===== src/ercs_consts.svh =====
// Constants of the receive client stream block: register indices, reset
// values, field positions and frame-size limits.
// Assumes it is included by bare name; it defines macros only.
`ifndef ERCS_CONSTS_SVH
`define ERCS_CONSTS_SVH

// ----------------------------------------------------------------------
// Register indices (byte address is four times the index), reset values and enable bit
// ----------------------------------------------------------------------
`define ERCS_IDX_MAX_SIZE  12'h506
`define ERCS_IDX_LEN_CHECK 12'h50a
`define ERCS_IDX_FRAME_CNT 12'h510
`define ERCS_IDX_ERR_CNT   12'h511
`define ERCS_RST_MAX_SIZE  32'h0000_05ee
`define ERCS_RST_LEN_CHECK 32'h0000_0000
`define ERCS_LEN_CHECK_BIT 0

// ----------------------------------------------------------------------
// Error vector bit positions
// ----------------------------------------------------------------------
`define ERCS_ERR_MALF 0
`define ERCS_ERR_CRC  1
`define ERCS_ERR_RUNT 2
`define ERCS_ERR_OVER 3
`define ERCS_ERR_LEN  4
`define ERCS_ERR_RSVD 5

// ----------------------------------------------------------------------
// Frame sizes in bytes, byte-count width and link clock in kHz
// ----------------------------------------------------------------------
`define ERCS_RUNT_MIN    16'h0009
`define ERCS_RUNT_MAX    16'h003f
`define ERCS_DROP_MAX    7'h08
`define ERCS_LEN_TYPE    16'h0600
`define ERCS_HDR_FCS     16'h0012
`define ERCS_MIN_PAYLOAD 16'h002e
`define ERCS_BCNT_W      7
`define ERCS_LINK_KHZ    390625

`endif


===== src/ercs_pkg.sv =====
// Types shared by the receive client stream block.
// Assumes the constants header sits in the same folder.
`include "ercs_consts.svh"
package ercs_pkg;
  typedef enum logic [1:0] {
    ERCS_ST_IDLE  = 2'b01,
    ERCS_ST_FRAME = 2'b10
  } ercs_state_type;
  typedef logic [5:0] ercs_err_type;
endpackage


===== src/ercs_err_if.sv =====
// Carrier between the stream block and its error evaluator.
// Assumes both ends sit in the same clock domain.
`timescale 1ns/10ps
`default_nettype none
interface ercs_err_if;
  import ercs_pkg::*;
  logic [15:0]  frame_len;
  logic [15:0]  len_field;
  logic [31:0]  max_size;
  logic         chk_en;
  logic         malformed;
  logic         crc_bad;
  ercs_err_type err_vec;
  modport eval (input frame_len, len_field, max_size, chk_en,
                input malformed, crc_bad, output err_vec);
  modport mac  (output frame_len, len_field, max_size, chk_en,
                output malformed, crc_bad, input err_vec);
endinterface
`default_nettype wire


===== src/ercs_err_eval.sv =====
// Combinational frame error evaluator for the receive client stream.
// Assumes frame_len counts every received byte including the FCS.
`timescale 1ns/10ps
`default_nettype none
`include "ercs_consts.svh"
module ercs_err_eval
  import ercs_pkg::*;
(
  ercs_err_if.eval e
);
  wire        runt;
  wire        over;
  wire        typed;
  wire        has_hdr;
  wire [15:0] payload;
  wire [15:0] expect_len;
  wire        len_bad;
  assign runt = (e.frame_len >= `ERCS_RUNT_MIN) &&
                (e.frame_len <= `ERCS_RUNT_MAX);
  assign over = {16'h0000, e.frame_len} > e.max_size;
  assign typed = e.len_field >= `ERCS_LEN_TYPE;
  assign has_hdr = e.frame_len >= `ERCS_HDR_FCS;
  assign payload = e.frame_len - `ERCS_HDR_FCS;
  // Short payloads are padded on the wire, so compare to the padded size.
  assign expect_len = (e.len_field < `ERCS_MIN_PAYLOAD) ?
                      `ERCS_MIN_PAYLOAD : e.len_field;
  assign len_bad = e.chk_en && !typed && has_hdr &&
                   (payload != expect_len);

  assign e.err_vec[`ERCS_ERR_MALF] = e.malformed;
  assign e.err_vec[`ERCS_ERR_CRC]  = e.crc_bad | e.malformed | runt;
  assign e.err_vec[`ERCS_ERR_RUNT] = runt;
  assign e.err_vec[`ERCS_ERR_OVER] = over;
  assign e.err_vec[`ERCS_ERR_LEN]  = len_bad;
  assign e.err_vec[`ERCS_ERR_RSVD] = 1'b0;
endmodule
`default_nettype wire


===== src/ercs_rx_client.sv =====
// Receive client stream output of a high-rate Ethernet MAC, with APB
// access to its size limit, length check enable and frame counters.
// Assumes an upstream decoder hands over MSB-first beats with start,
// terminate and control-error marks, all synchronous to ref_clk.
//
// Overview of operation
// Custom streaming variant carries data on a 256-bit bus.
// Packet stream variant carries data on a 512-bit bus.
// Both variants run at 390.625 MHz; client keeps that pace.
// All stream signals are synchronous to the receive MAC clock.
// MAC is source, client is sink, one-way point-to-point link.
// First frame byte sits in the most significant byte at start.
// Beat qualifier only from start beat through end beat.
// At end beat, six-bit count of unused low-order bytes.
// Frames of 64 bytes or less show start and end together; frames of 8 bytes or less are dropped here.
// Error vector means something only on end beats.
// Error bit 0 marks a non-terminate control character mid-frame.
// Error bit 1 marks CRC error, equal to checksum error when aligned.
// Error bit 2 flags 9 to 63 byte frames, also sets bit 1.
// Error bit 3 flags frames above the programmed maximum size.
// Error bit 4 flags length field mismatch when checking enabled.
// Error bit 5 is reserved and always zero.
// Checksum qualifier marks the cycle carrying the check result.
// Checksum error only together with its qualifier.
// Without alignment the check result follows the end beat.
// Early end on bad control; a later terminate adds no end.
// Client takes every qualified beat; there is no backpressure.
//
// Design decision made here: the APB interface to the registers.
`timescale 1ns/10ps
`default_nettype none
`include "ercs_consts.svh"
module ercs_rx_client
  import ercs_pkg::*;
#(
  parameter int DATA_W        = 512,
  parameter bit ALIGN_EOP_FCS = 1'b1
) (
  input  wire logic                   ref_clk,
  input  wire logic                   rstn,
  input  wire logic                   psel,
  input  wire logic                   penable,
  input  wire logic                   pwrite,
  input  wire logic [13:0]            paddr,
  input  wire logic [31:0]            pwdata,
  output var  logic [31:0]            prdata,
  output logic                        pready,
  output logic                        pslverr,
  input  wire logic                   rx_in_valid,
  input  wire logic [DATA_W-1:0]      rx_in_data,
  input  wire logic [`ERCS_BCNT_W-1:0] rx_in_bytes,
  input  wire logic                   rx_in_start,
  input  wire logic                   rx_in_term,
  input  wire logic                   rx_in_ctrl_err,
  input  wire logic                   rx_in_crc_bad,
  input  wire logic [15:0]            rx_in_len_field,
  output var  logic [DATA_W-1:0]      rx_stream_data,
  output var  logic                   rx_stream_sop,
  output var  logic                   rx_stream_eop,
  output var  logic [5:0]             rx_stream_unused_bytes,
  output var  logic                   rx_stream_beat_qualifier,
  output var  ercs_err_type           rx_frame_error,
  output var  logic                   rx_checksum_result_qualifier,
  output var  logic                   rx_checksum_error
);

  localparam logic [`ERCS_BCNT_W-1:0] BEAT_BYTES =
    `ERCS_BCNT_W'(DATA_W / 8);
  localparam int unsigned LINK_KHZ = `ERCS_LINK_KHZ;

  // --------------------------------------------------------------------
  // Register bus decode
  // --------------------------------------------------------------------
  function automatic logic reg_hit(input logic [13:0] a,
                                   input logic [11:0] idx);
    reg_hit = (a[13:2] == idx) && (a[1:0] == 2'b00);
  endfunction

  logic [31:0] rx_max_frame_size_reg;
  logic [31:0] rx_length_check_enable_reg;
  logic [31:0] frame_cnt_reg;
  logic [31:0] err_cnt_reg;
  logic [31:0] prdata_reg;

  wire hit_max   = reg_hit(paddr, `ERCS_IDX_MAX_SIZE);
  wire hit_chk   = reg_hit(paddr, `ERCS_IDX_LEN_CHECK);
  wire hit_fcnt  = reg_hit(paddr, `ERCS_IDX_FRAME_CNT);
  wire hit_ecnt  = reg_hit(paddr, `ERCS_IDX_ERR_CNT);
  wire mapped    = hit_max | hit_chk | hit_fcnt | hit_ecnt;
  wire setup_ph  = psel & ~penable;
  wire access_ph = psel & penable;
  wire wr_max    = access_ph & pwrite & hit_max;
  wire wr_chk    = access_ph & pwrite & hit_chk;

  wire [31:0] rd_mux =
    hit_max  ? rx_max_frame_size_reg :
    hit_chk  ? rx_length_check_enable_reg :
    hit_fcnt ? frame_cnt_reg :
    hit_ecnt ? err_cnt_reg : 32'h0000_0000;

  // Read data is captured in the setup cycle, so the slave never waits.
  assign pready  = 1'b1;
  assign pslverr = access_ph & ~mapped;
  assign prdata  = prdata_reg;

  always_ff @(posedge ref_clk or negedge rstn) begin
    if (!rstn) begin
      prdata_reg <= 32'h0000_0000;
    end else if (setup_ph) begin
      prdata_reg <= rd_mux;
    end
  end

  always_ff @(posedge ref_clk or negedge rstn) begin
    if (!rstn) begin
      rx_max_frame_size_reg      <= `ERCS_RST_MAX_SIZE;
      rx_length_check_enable_reg <= `ERCS_RST_LEN_CHECK;
    end else begin
      if (wr_max) begin
        rx_max_frame_size_reg <= pwdata;
      end
      if (wr_chk) begin
        rx_length_check_enable_reg <= pwdata;
      end
    end
  end

  // --------------------------------------------------------------------
  // Frame tracking
  // --------------------------------------------------------------------
  ercs_state_type state_reg;
  ercs_state_type state_next;
  logic [15:0]    acc_reg;
  logic [15:0]    acc_next;

  // A start mark inside a frame stands for an unexpected control
  // character: the open frame ends malformed and the new one is lost.
  wire        in_fr    = (state_reg == ERCS_ST_FRAME);
  wire        take     = rx_in_valid & (in_fr | rx_in_start);
  wire        ctrl_bad = rx_in_ctrl_err | (in_fr & rx_in_start);
  wire        ends     = take & (rx_in_term | ctrl_bad);
  wire [15:0] base     = in_fr ? acc_reg : 16'h0000;
  wire [16:0] sum_w    = {1'b0, base} + {10'h000, rx_in_bytes};
  wire [15:0] total    = sum_w[16] ? 16'hffff : sum_w[15:0];
  wire        tiny     = ~in_fr & ends &
                         (rx_in_bytes <= `ERCS_DROP_MAX);
  wire        emit     = take & ~tiny;
  wire        fin      = emit & ends;

  always_comb begin
    state_next = state_reg;
    unique case (state_reg)
      ERCS_ST_IDLE: begin
        if (take && !ends) begin
          state_next = ERCS_ST_FRAME;
        end
      end
      ERCS_ST_FRAME: begin
        if (ends) begin
          state_next = ERCS_ST_IDLE;
        end
      end
      default: begin
        state_next = ERCS_ST_IDLE;
      end
    endcase
  end

  assign acc_next = ends ? 16'h0000 : (take ? total : acc_reg);

  always_ff @(posedge ref_clk or negedge rstn) begin
    if (!rstn) begin
      state_reg <= ERCS_ST_IDLE;
      acc_reg   <= 16'h0000;
    end else begin
      state_reg <= state_next;
      acc_reg   <= acc_next;
    end
  end

  // --------------------------------------------------------------------
  // Error evaluation
  // --------------------------------------------------------------------
  ercs_err_if err_bus ();

  assign err_bus.frame_len = total;
  assign err_bus.len_field = rx_in_len_field;
  assign err_bus.max_size  = rx_max_frame_size_reg;
  assign err_bus.chk_en    =
    rx_length_check_enable_reg[`ERCS_LEN_CHECK_BIT];
  assign err_bus.malformed = ctrl_bad;
  assign err_bus.crc_bad   = rx_in_crc_bad;

  ercs_err_eval u_eval (
    .e (err_bus.eval)
  );

  // --------------------------------------------------------------------
  // Stream outputs
  // --------------------------------------------------------------------
  // One register stage per beat and no stall path: the block accepts a
  // beat on every edge, so the client must too.
  wire [`ERCS_BCNT_W-1:0] gap_w = BEAT_BYTES - rx_in_bytes;
  wire [5:0]              unused_next = fin ? gap_w[5:0] : 6'h00;
  wire ercs_err_type      err_next =
    fin ? err_bus.err_vec : 6'h00;

  logic fcs_pend_reg;
  logic fcs_pend_err_reg;
  wire  fcs_now_err = err_bus.err_vec[`ERCS_ERR_CRC];

  always_ff @(posedge ref_clk or negedge rstn) begin
    if (!rstn) begin
      rx_stream_data <= '0;
    end else if (emit) begin
      rx_stream_data <= rx_in_data;
    end
  end

  always_ff @(posedge ref_clk or negedge rstn) begin
    if (!rstn) begin
      rx_stream_beat_qualifier <= 1'b0;
      rx_stream_sop            <= 1'b0;
      rx_stream_eop            <= 1'b0;
      rx_stream_unused_bytes   <= 6'h00;
      rx_frame_error           <= 6'h00;
    end else begin
      rx_stream_beat_qualifier <= emit;
      rx_stream_sop            <= emit & ~in_fr;
      rx_stream_eop            <= fin;
      rx_stream_unused_bytes   <= unused_next;
      rx_frame_error           <= err_next;
    end
  end

  always_ff @(posedge ref_clk or negedge rstn) begin
    if (!rstn) begin
      fcs_pend_reg                 <= 1'b0;
      fcs_pend_err_reg             <= 1'b0;
      rx_checksum_result_qualifier <= 1'b0;
      rx_checksum_error            <= 1'b0;
    end else if (ALIGN_EOP_FCS) begin
      fcs_pend_reg                 <= 1'b0;
      fcs_pend_err_reg             <= 1'b0;
      rx_checksum_result_qualifier <= fin;
      rx_checksum_error            <= fin & fcs_now_err;
    end else begin
      fcs_pend_reg                 <= fin;
      fcs_pend_err_reg             <= fin & fcs_now_err;
      rx_checksum_result_qualifier <= fcs_pend_reg;
      rx_checksum_error            <= fcs_pend_err_reg;
    end
  end

  // --------------------------------------------------------------------
  // Frame counters
  // --------------------------------------------------------------------
  wire any_err = |rx_frame_error;

  always_ff @(posedge ref_clk or negedge rstn) begin
    if (!rstn) begin
      frame_cnt_reg <= 32'h0000_0000;
      err_cnt_reg   <= 32'h0000_0000;
    end else if (rx_stream_eop) begin
      frame_cnt_reg <= frame_cnt_reg + 32'h0000_0001;
      err_cnt_reg   <= err_cnt_reg + {31'h0000_0000, any_err};
    end
  end

  // --------------------------------------------------------------------
  // Checks
  // --------------------------------------------------------------------
  // Helper: output frame open between a start beat and its end beat.
  logic open_h;
  always_ff @(posedge ref_clk or negedge rstn) begin
    if (!rstn) begin
      open_h <= 1'b0;
    end else if (rx_stream_eop) begin
      open_h <= 1'b0;
    end else if (rx_stream_sop) begin
      open_h <= 1'b1;
    end
  end

  fcs_err_qual_a: assert property (
    @(posedge ref_clk) disable iff (!rstn)
    rx_checksum_error |-> rx_checksum_result_qualifier)
    else $error("checksum error without its qualifier");

  valid_span_a: assert property (
    @(posedge ref_clk) disable iff (!rstn)
    rx_stream_beat_qualifier && !rx_stream_sop |-> open_h)
    else $error("qualified beat outside a frame");

  marks_valid_a: assert property (
    @(posedge ref_clk) disable iff (!rstn)
    (rx_stream_sop || rx_stream_eop) |-> rx_stream_beat_qualifier)
    else $error("frame mark on an unqualified beat");

  empty_count_a: assert property (
    @(posedge ref_clk) disable iff (!rstn)
    $past(fin) |-> rx_stream_unused_bytes ==
      6'(BEAT_BYTES - $past(rx_in_bytes)))
    else $error("unused byte count wrong at end beat");

  short_frame_a: assert property (
    @(posedge ref_clk) disable iff (!rstn)
    state_reg == ERCS_ST_IDLE && rx_in_valid && rx_in_start &&
    rx_in_term && rx_in_bytes > `ERCS_DROP_MAX
    |=> rx_stream_sop && rx_stream_eop)
    else $error("single-beat frame lacks start and end together");

  err_eop_only_a: assert property (
    @(posedge ref_clk) disable iff (!rstn)
    !rx_stream_eop |-> rx_frame_error == 6'h00)
    else $error("error vector set outside end beat");

  malformed_a: assert property (
    @(posedge ref_clk) disable iff (!rstn)
    fin && rx_in_ctrl_err |=> rx_stream_eop &&
      rx_frame_error[`ERCS_ERR_MALF] && rx_frame_error[`ERCS_ERR_CRC])
    else $error("bad control character not reported");

  crc_track_a: assert property (
    @(posedge ref_clk) disable iff (!rstn)
    ALIGN_EOP_FCS && rx_stream_eop |->
      rx_frame_error[`ERCS_ERR_CRC] == rx_checksum_error)
    else $error("crc bit differs from checksum error");

  runt_a: assert property (
    @(posedge ref_clk) disable iff (!rstn)
    rx_frame_error[`ERCS_ERR_RUNT] |-> rx_frame_error[`ERCS_ERR_CRC])
    else $error("runt frame without crc bit");

  tiny_drop_a: assert property (
    @(posedge ref_clk) disable iff (!rstn)
    tiny && rx_in_valid |=> !rx_stream_beat_qualifier)
    else $error("input of eight bytes or less passed on");

  oversize_a: assert property (
    @(posedge ref_clk) disable iff (!rstn)
    fin |=> rx_frame_error[`ERCS_ERR_OVER] ==
      ({16'h0000, $past(total)} > $past(rx_max_frame_size_reg)))
    else $error("oversize bit does not follow the size limit");

  len_off_a: assert property (
    @(posedge ref_clk) disable iff (!rstn)
    !rx_length_check_enable_reg[`ERCS_LEN_CHECK_BIT]
    |=> !rx_frame_error[`ERCS_ERR_LEN])
    else $error("length error while checking is off");

  reserved_a: assert property (
    @(posedge ref_clk) disable iff (!rstn)
    !rx_frame_error[`ERCS_ERR_RSVD])
    else $error("reserved error bit set");

  fcs_align_a: assert property (
    @(posedge ref_clk) disable iff (!rstn)
    ALIGN_EOP_FCS |->
      rx_checksum_result_qualifier == rx_stream_eop)
    else $error("checksum qualifier not on end beat");

  fcs_late_a: assert property (
    @(posedge ref_clk) disable iff (!rstn)
    !ALIGN_EOP_FCS |->
      rx_checksum_result_qualifier == $past(rx_stream_eop))
    else $error("checksum result not one cycle after end");

  no_second_eop_a: assert property (
    @(posedge ref_clk) disable iff (!rstn)
    state_reg == ERCS_ST_IDLE && rx_in_valid && rx_in_term &&
    !rx_in_start |=> !rx_stream_eop)
    else $error("stray terminate produced an end beat");

  one_beat_c: cover property (
    @(posedge ref_clk) disable iff (!rstn)
    rx_stream_sop && rx_stream_eop);

  multi_beat_c: cover property (
    @(posedge ref_clk) disable iff (!rstn)
    rx_stream_sop && !rx_stream_eop ##1
      rx_stream_beat_qualifier && !rx_stream_eop ##1 rx_stream_eop);

  malformed_c: cover property (
    @(posedge ref_clk) disable iff (!rstn)
    rx_frame_error[`ERCS_ERR_MALF]);

  oversize_c: cover property (
    @(posedge ref_clk) disable iff (!rstn)
    rx_frame_error[`ERCS_ERR_OVER]);

endmodule
`default_nettype wire


===== config.mk =====
export PLATFORM = sky130hd
export DESIGN_NAME = ercs_rx_client
export DESIGN_NICKNAME = d
export VERILOG_FILES = /design/src/ercs_pkg.sv /design/src/ercs_err_if.sv /design/src/ercs_err_eval.sv /design/src/ercs_rx_client.sv
export VERILOG_INCLUDE_DIRS = /design/src
export SDC_FILE = /design/constraint.sdc
export NUM_CORES = 1
export LEC_CHECK = 0
export BUFFER_PORTS_ARGS = -buffer_cell sky130_fd_sc_hd__buf_2
export CAP_MARGIN = 10
export CORE_AREA = 10 10 438 440
export CTS_CLUSTER_DIAMETER = 30
export DETAILED_ROUTE_END_ITERATION = 7
export DIE_AREA = 0 0 448 450
export SYNTH_ARGS = -nofsm -noshare
export SYNTH_HDL_FRONTEND = slang
export SYNTH_HIERARCHICAL = 1
export SYNTH_SLANG_ARGS = --single-unit

===== constraint.sdc =====
create_clock -name ref_clk -period 8.48 [get_ports ref_clk]
set_clock_uncertainty 0.2 [all_clocks]
set_input_delay 1.272 -clock ref_clk [delete_from_list [all_inputs] [get_ports ref_clk]]
set_output_delay 1.272 -clock ref_clk [all_outputs]
set_load 0.01 [all_outputs]

==> reports/qor_table.md <==
| Step | Quantity | This run |
|---|---|---|
| place | Post-Place Worst Slack | 2.49 ns |
| logic synthesis | Nets in the synthesized netlist | 2680 |
| grt | GRT Overall Usage | 0.159 |
| logic synthesis | Top cells by area in the synthesized netlist | dfrtp_1 58%, mux2_2 17%, mux2_4 3.0% |
| timing | Slew Limit Fails | 0 |
| pwr | Worst VDD drop | 181 µV |
| critical path | Crit start category | flip-flop |
| drt | Post-detailed-route via-to-cell ratio | 3.97 |
| logic synthesis | Number of synthesized register bits | 705 |
| place | Routability congestion estimate | 0.928 |
| drt | Number of antenna-violating nets in the routed design | 0 |
| cts | Inserted Clock Buffers | 199 |
| critical path | CP endpoint kind | flip-flop |
| cells and area | Fraction of the core area covered by cells at the end of the flow | 0.247 |
| logic synthesis | Instance count of the mapped netlist | 2060 |
| grt | Leftover overflow at the end of global routing | 0 |
| critical path | Most numerous cell on the critical path | nand2_1 |
| logic synthesis | Share of the synthesized area in the top cell type | 0.582 |
| critical path | Highest cell delay on the worst timing path | 0.57 ns |
| die | Die Span X | 448 µm |
| cts | CTS H-tree depth | 4 |
| critical path | Worst setup path class | reg -> reg |
| cells and area | # fillers | 19271 |
| drt | Drt initial violations | 1340 |
| die | Die extent in y | 450 µm |
| timing | Share of the cycle needed by the critical path after routing | 0.663 |
| cts | Latest clock arrival within the worst-skew pair | 0.79 ns |
| logic synthesis | Post-Synthesis Mean Instance Area | 14.5 µm² |
| logic synthesis | Biggest area consumer among synthesized cells | dfrtp_1 |
| place | Placed instance area | 0.0380 mm² |
| place | Half-perimeter wire length after detailed placement | 140000 µm |
| pwr | Power per unit of standard cell area | 302 mW/mm² |
| drt | Wirelength per Cell | 28.3 µm |
| worst hold path | Type of the tightest min-delay check | reg -> reg |
| timing | Measured slew at the worst slew-check pin | 1.16 ns |
| drt | First-pass iteration count of the detailed router | 5 |
| timing | Time the final worst path needs with I/O delays and setup | 5.62 ns |
| timing | Hold violation count in the final report | 0 |
| timing | Final number of setup-violating endpoints | 0 |
| flow run | Count of maximum capacitance violations | 0 |
| die | Total Die Area | 0.202 mm² |
| timing | Relative slew margins | 0.216 |
| logic synthesis | Sequential share of the synthesized area | 0.589 |
| logic synthesis | Post-synthesis cell type count | 82 |
| cells and area | Synthesis-to-layout area growth | 50.5% |
| drt | Total wire length after detailed routing | 167000 µm |
| die | Core region area | 0.183 mm² |
| place | Number of port buffers | 1152 |
| critical path | Highest-delay cell along the critical path | or4_1 |
| grt | Antenna violations before repair | 113 |
| timing | RSZ-0062 raised after global routing | false |
| grt | Vias in the first global route | 24725 |
| logic synthesis | Number of enable-type register cells in the synthesized netlist | 0 |
| logic synthesis | Synth cell count leaders | 696 x dfrtp_1, 447 x mux2_2, 73 x mux2_1 |
| critical path | WP data required | 8.95 ns |
| logic synthesis | Number of synthesis warnings | 6 |
| cts | Post-CTS Setup Inserts | 0 |
| timing | Post-layout worst setup margin | 2.86 ns |
| drt | Number of vias in the routed layout | 23484 |
| timing | Highest achievable clock rate | 178 MHz |
| grt | First-pass GRT wire length | 221000 µm |
| cts | Clock root buffer | clkbuf_16 |
| die | Initial standard-cell utilization of the core | 0.164 |
| die | Core Rows | 157 |
| cts | Maximum count of clock buffers along a single path | 3 |
| cells and area | Layout cells sized above 1 | 0.590 |
| cells and area | Largest reg by FF count | rx_stream_data |
| cts | Number of gates resized after CTS | 0 |
| drt | Post-detailed-route DRC marker count | 0 |
| cells and area | Max FFs per register | 512 |
| logic synthesis | Post-Syn Area | 0.0299 mm² |
| critical path | Crit-path cells | nor2b_2 > buf_4 > and2_1 > ha_1 > fa_1 > a211oi_1 > o21a_1 > nor2_1 > nand2_1 > nand2_1 > or4_1 > or3_1 > or4b_4 > xnor2_2 > o2111ai_1 > nor3_1 > a31oi_1 > and3b_1 |
| cts | CTS sink cnt | 705 |
| logic synthesis | Asr flop ratio synth | 1.00 |
| pwr | Leakage | 21.0 nW |
| grt | Pin count of the biggest net entering global routing | 151 |
| cts | Clock edge transition at the registers on the reported setup and hold paths | 0.04 ns |
| logic synthesis | Cell with the most instances after synthesis | dfrtp_1 |
| cells and area | Final cell area excluding filler cells | 0.0451 mm² |
| die | Number of I/O pins | 1154 |
| timing | Post-route setup TNS | 0 ns |
| cells and area | Final net count | 3946 |
| critical path | Largest fanout on the critical path | 21 |
| cts | Clock tree from TritonCTS | yes |
| cts | Cts hold-fix bufs | 0 |
| logic synthesis | Top flip-flop cell by instance count after synthesis | dfrtp_1 |
| status | Status | complete, no violations |
| timing | WHS | 0.266 ns |
| critical path | Data arrival time at the worst-slack endpoint | 6.09 ns |
per-stage QoR:
| step | instances | power (mW) |
|---|---|---|
| after floorplan | 2060 | 4.84 |
| after global placement | 5510 | 6.04 |
| after detailed placement | 5510 | 6.08 |
| after CTS | 5874 | 13.8 |
| after global routing | 5901 | 14.2 |
| final | 5911 | 13.6 |
power breakdown:
part / switching [mW] / total (mW) / leakage (nW) / internal [mW]
clock network: 2.35 / 7.62 / 3.40 / 5.27
registers: 0.259 / 4.08 / 8.60 / 3.82
logic: 1.15 / 1.91 / 8.97 / 0.764
layer usage:
layer  track usage  share of wire
met2         0.259           0.47
met4        0.0560          0.030
met3        0.0925           0.13
met1         0.172           0.37
met5             0        0.00011
cell type report:
type,instances,area (µm²),area share
flip-flops and latches,705,17700,0.392
multi-input cells,1215,11200,0.249
repair buffers,1178,6050,0.134
clock buffers,259,5520,0.122
well taps,2385,2980,0.0662
clock inverters,105,1440,0.0319
inverters,27,101,0.00225
diodes,37,92.6,0.00205
cells by family (layout without fill, tap and decap cells):
family                     Yosys count  after routing  share of synthesized area
adders and majority gates           29             29                     0.0124
DFF                                705            705                      0.589
AOI/OAI and AO/OA                  229            229                     0.0539
buffers and inverters              140           1569                     0.0371
muxes                              581            581                      0.226
xor gates and xnor gates            88             88                     0.0260
and+or+nand+nor                    286            286                     0.0550
other                                2             39                   0.000251
critical path: cells and delay by family, from the launching register on:
family,cells,cell delay (ns)
AOI/OAI and AO/OA,4,1.03
buffers and inverters,1,0.21
and+or+nand+nor,10,2.71
xor gates and xnor gates,1,0.15
adders and majority gates,2,0.65
DFF,1,0.55
path summary, 6_finish.rpt:
path                                        startpoint                         endpoint  slack [ns]  cells after the start
setup reg to reg              state_reg[0]$_DFFE_PN1P_      rx_frame_error[4]$_DFF_PN0_        2.86                     18
hold / removal             err_cnt_reg[31]$_DFFE_PN0P_      err_cnt_reg[31]$_DFFE_PN0P_        0.27                      1
hold reg to reg            err_cnt_reg[31]$_DFFE_PN0P_      err_cnt_reg[31]$_DFFE_PN0P_        0.27                      1
min in group asynchronous                         rstn   rx_stream_data[19]$_DFFE_PN0N_        0.29                      1
max in group asynchronous                         rstn  rx_stream_data[275]$_DFFE_PN0N_        5.90                      3
setup / recovery              state_reg[0]$_DFFE_PN1P_      rx_frame_error[4]$_DFF_PN0_        2.86                     18
cells in the final DEF (no fill, tap or decap), types with 9 or more instances in the layout:
cell,Yosys,layout
buf_4,11,20
nand2_1,67,67
o211ai_1,9,9
buf_2,12,1151
a22oi_1,34,34
nand3_1,38,37
xor2_1,21,21
clkbuf_1,23,29
nor2_1,32,31
dfstp_2,9,9
and3_1,15,15
nor4_1,12,12
o21ai_0,16,16
clkbuf_8,0,31
and2_1,12,12
diode_2,0,37
clkinvlp_4,0,13
nand4_1,23,23
bufinv_16,0,24
o22ai_1,34,34
nor3_1,16,16
inv_1,27,27
mux2_2,447,447
dfrtp_1,696,696
a21oi_1,46,46
o22a_1,32,32
ha_1,28,28
clkinv_2,0,51
clkbuf_16,0,199
a21o_1,9,9
mux2_4,60,60
xnor2_1,66,66
mux2_1,73,73
Power figures use the tool's default switching activity.
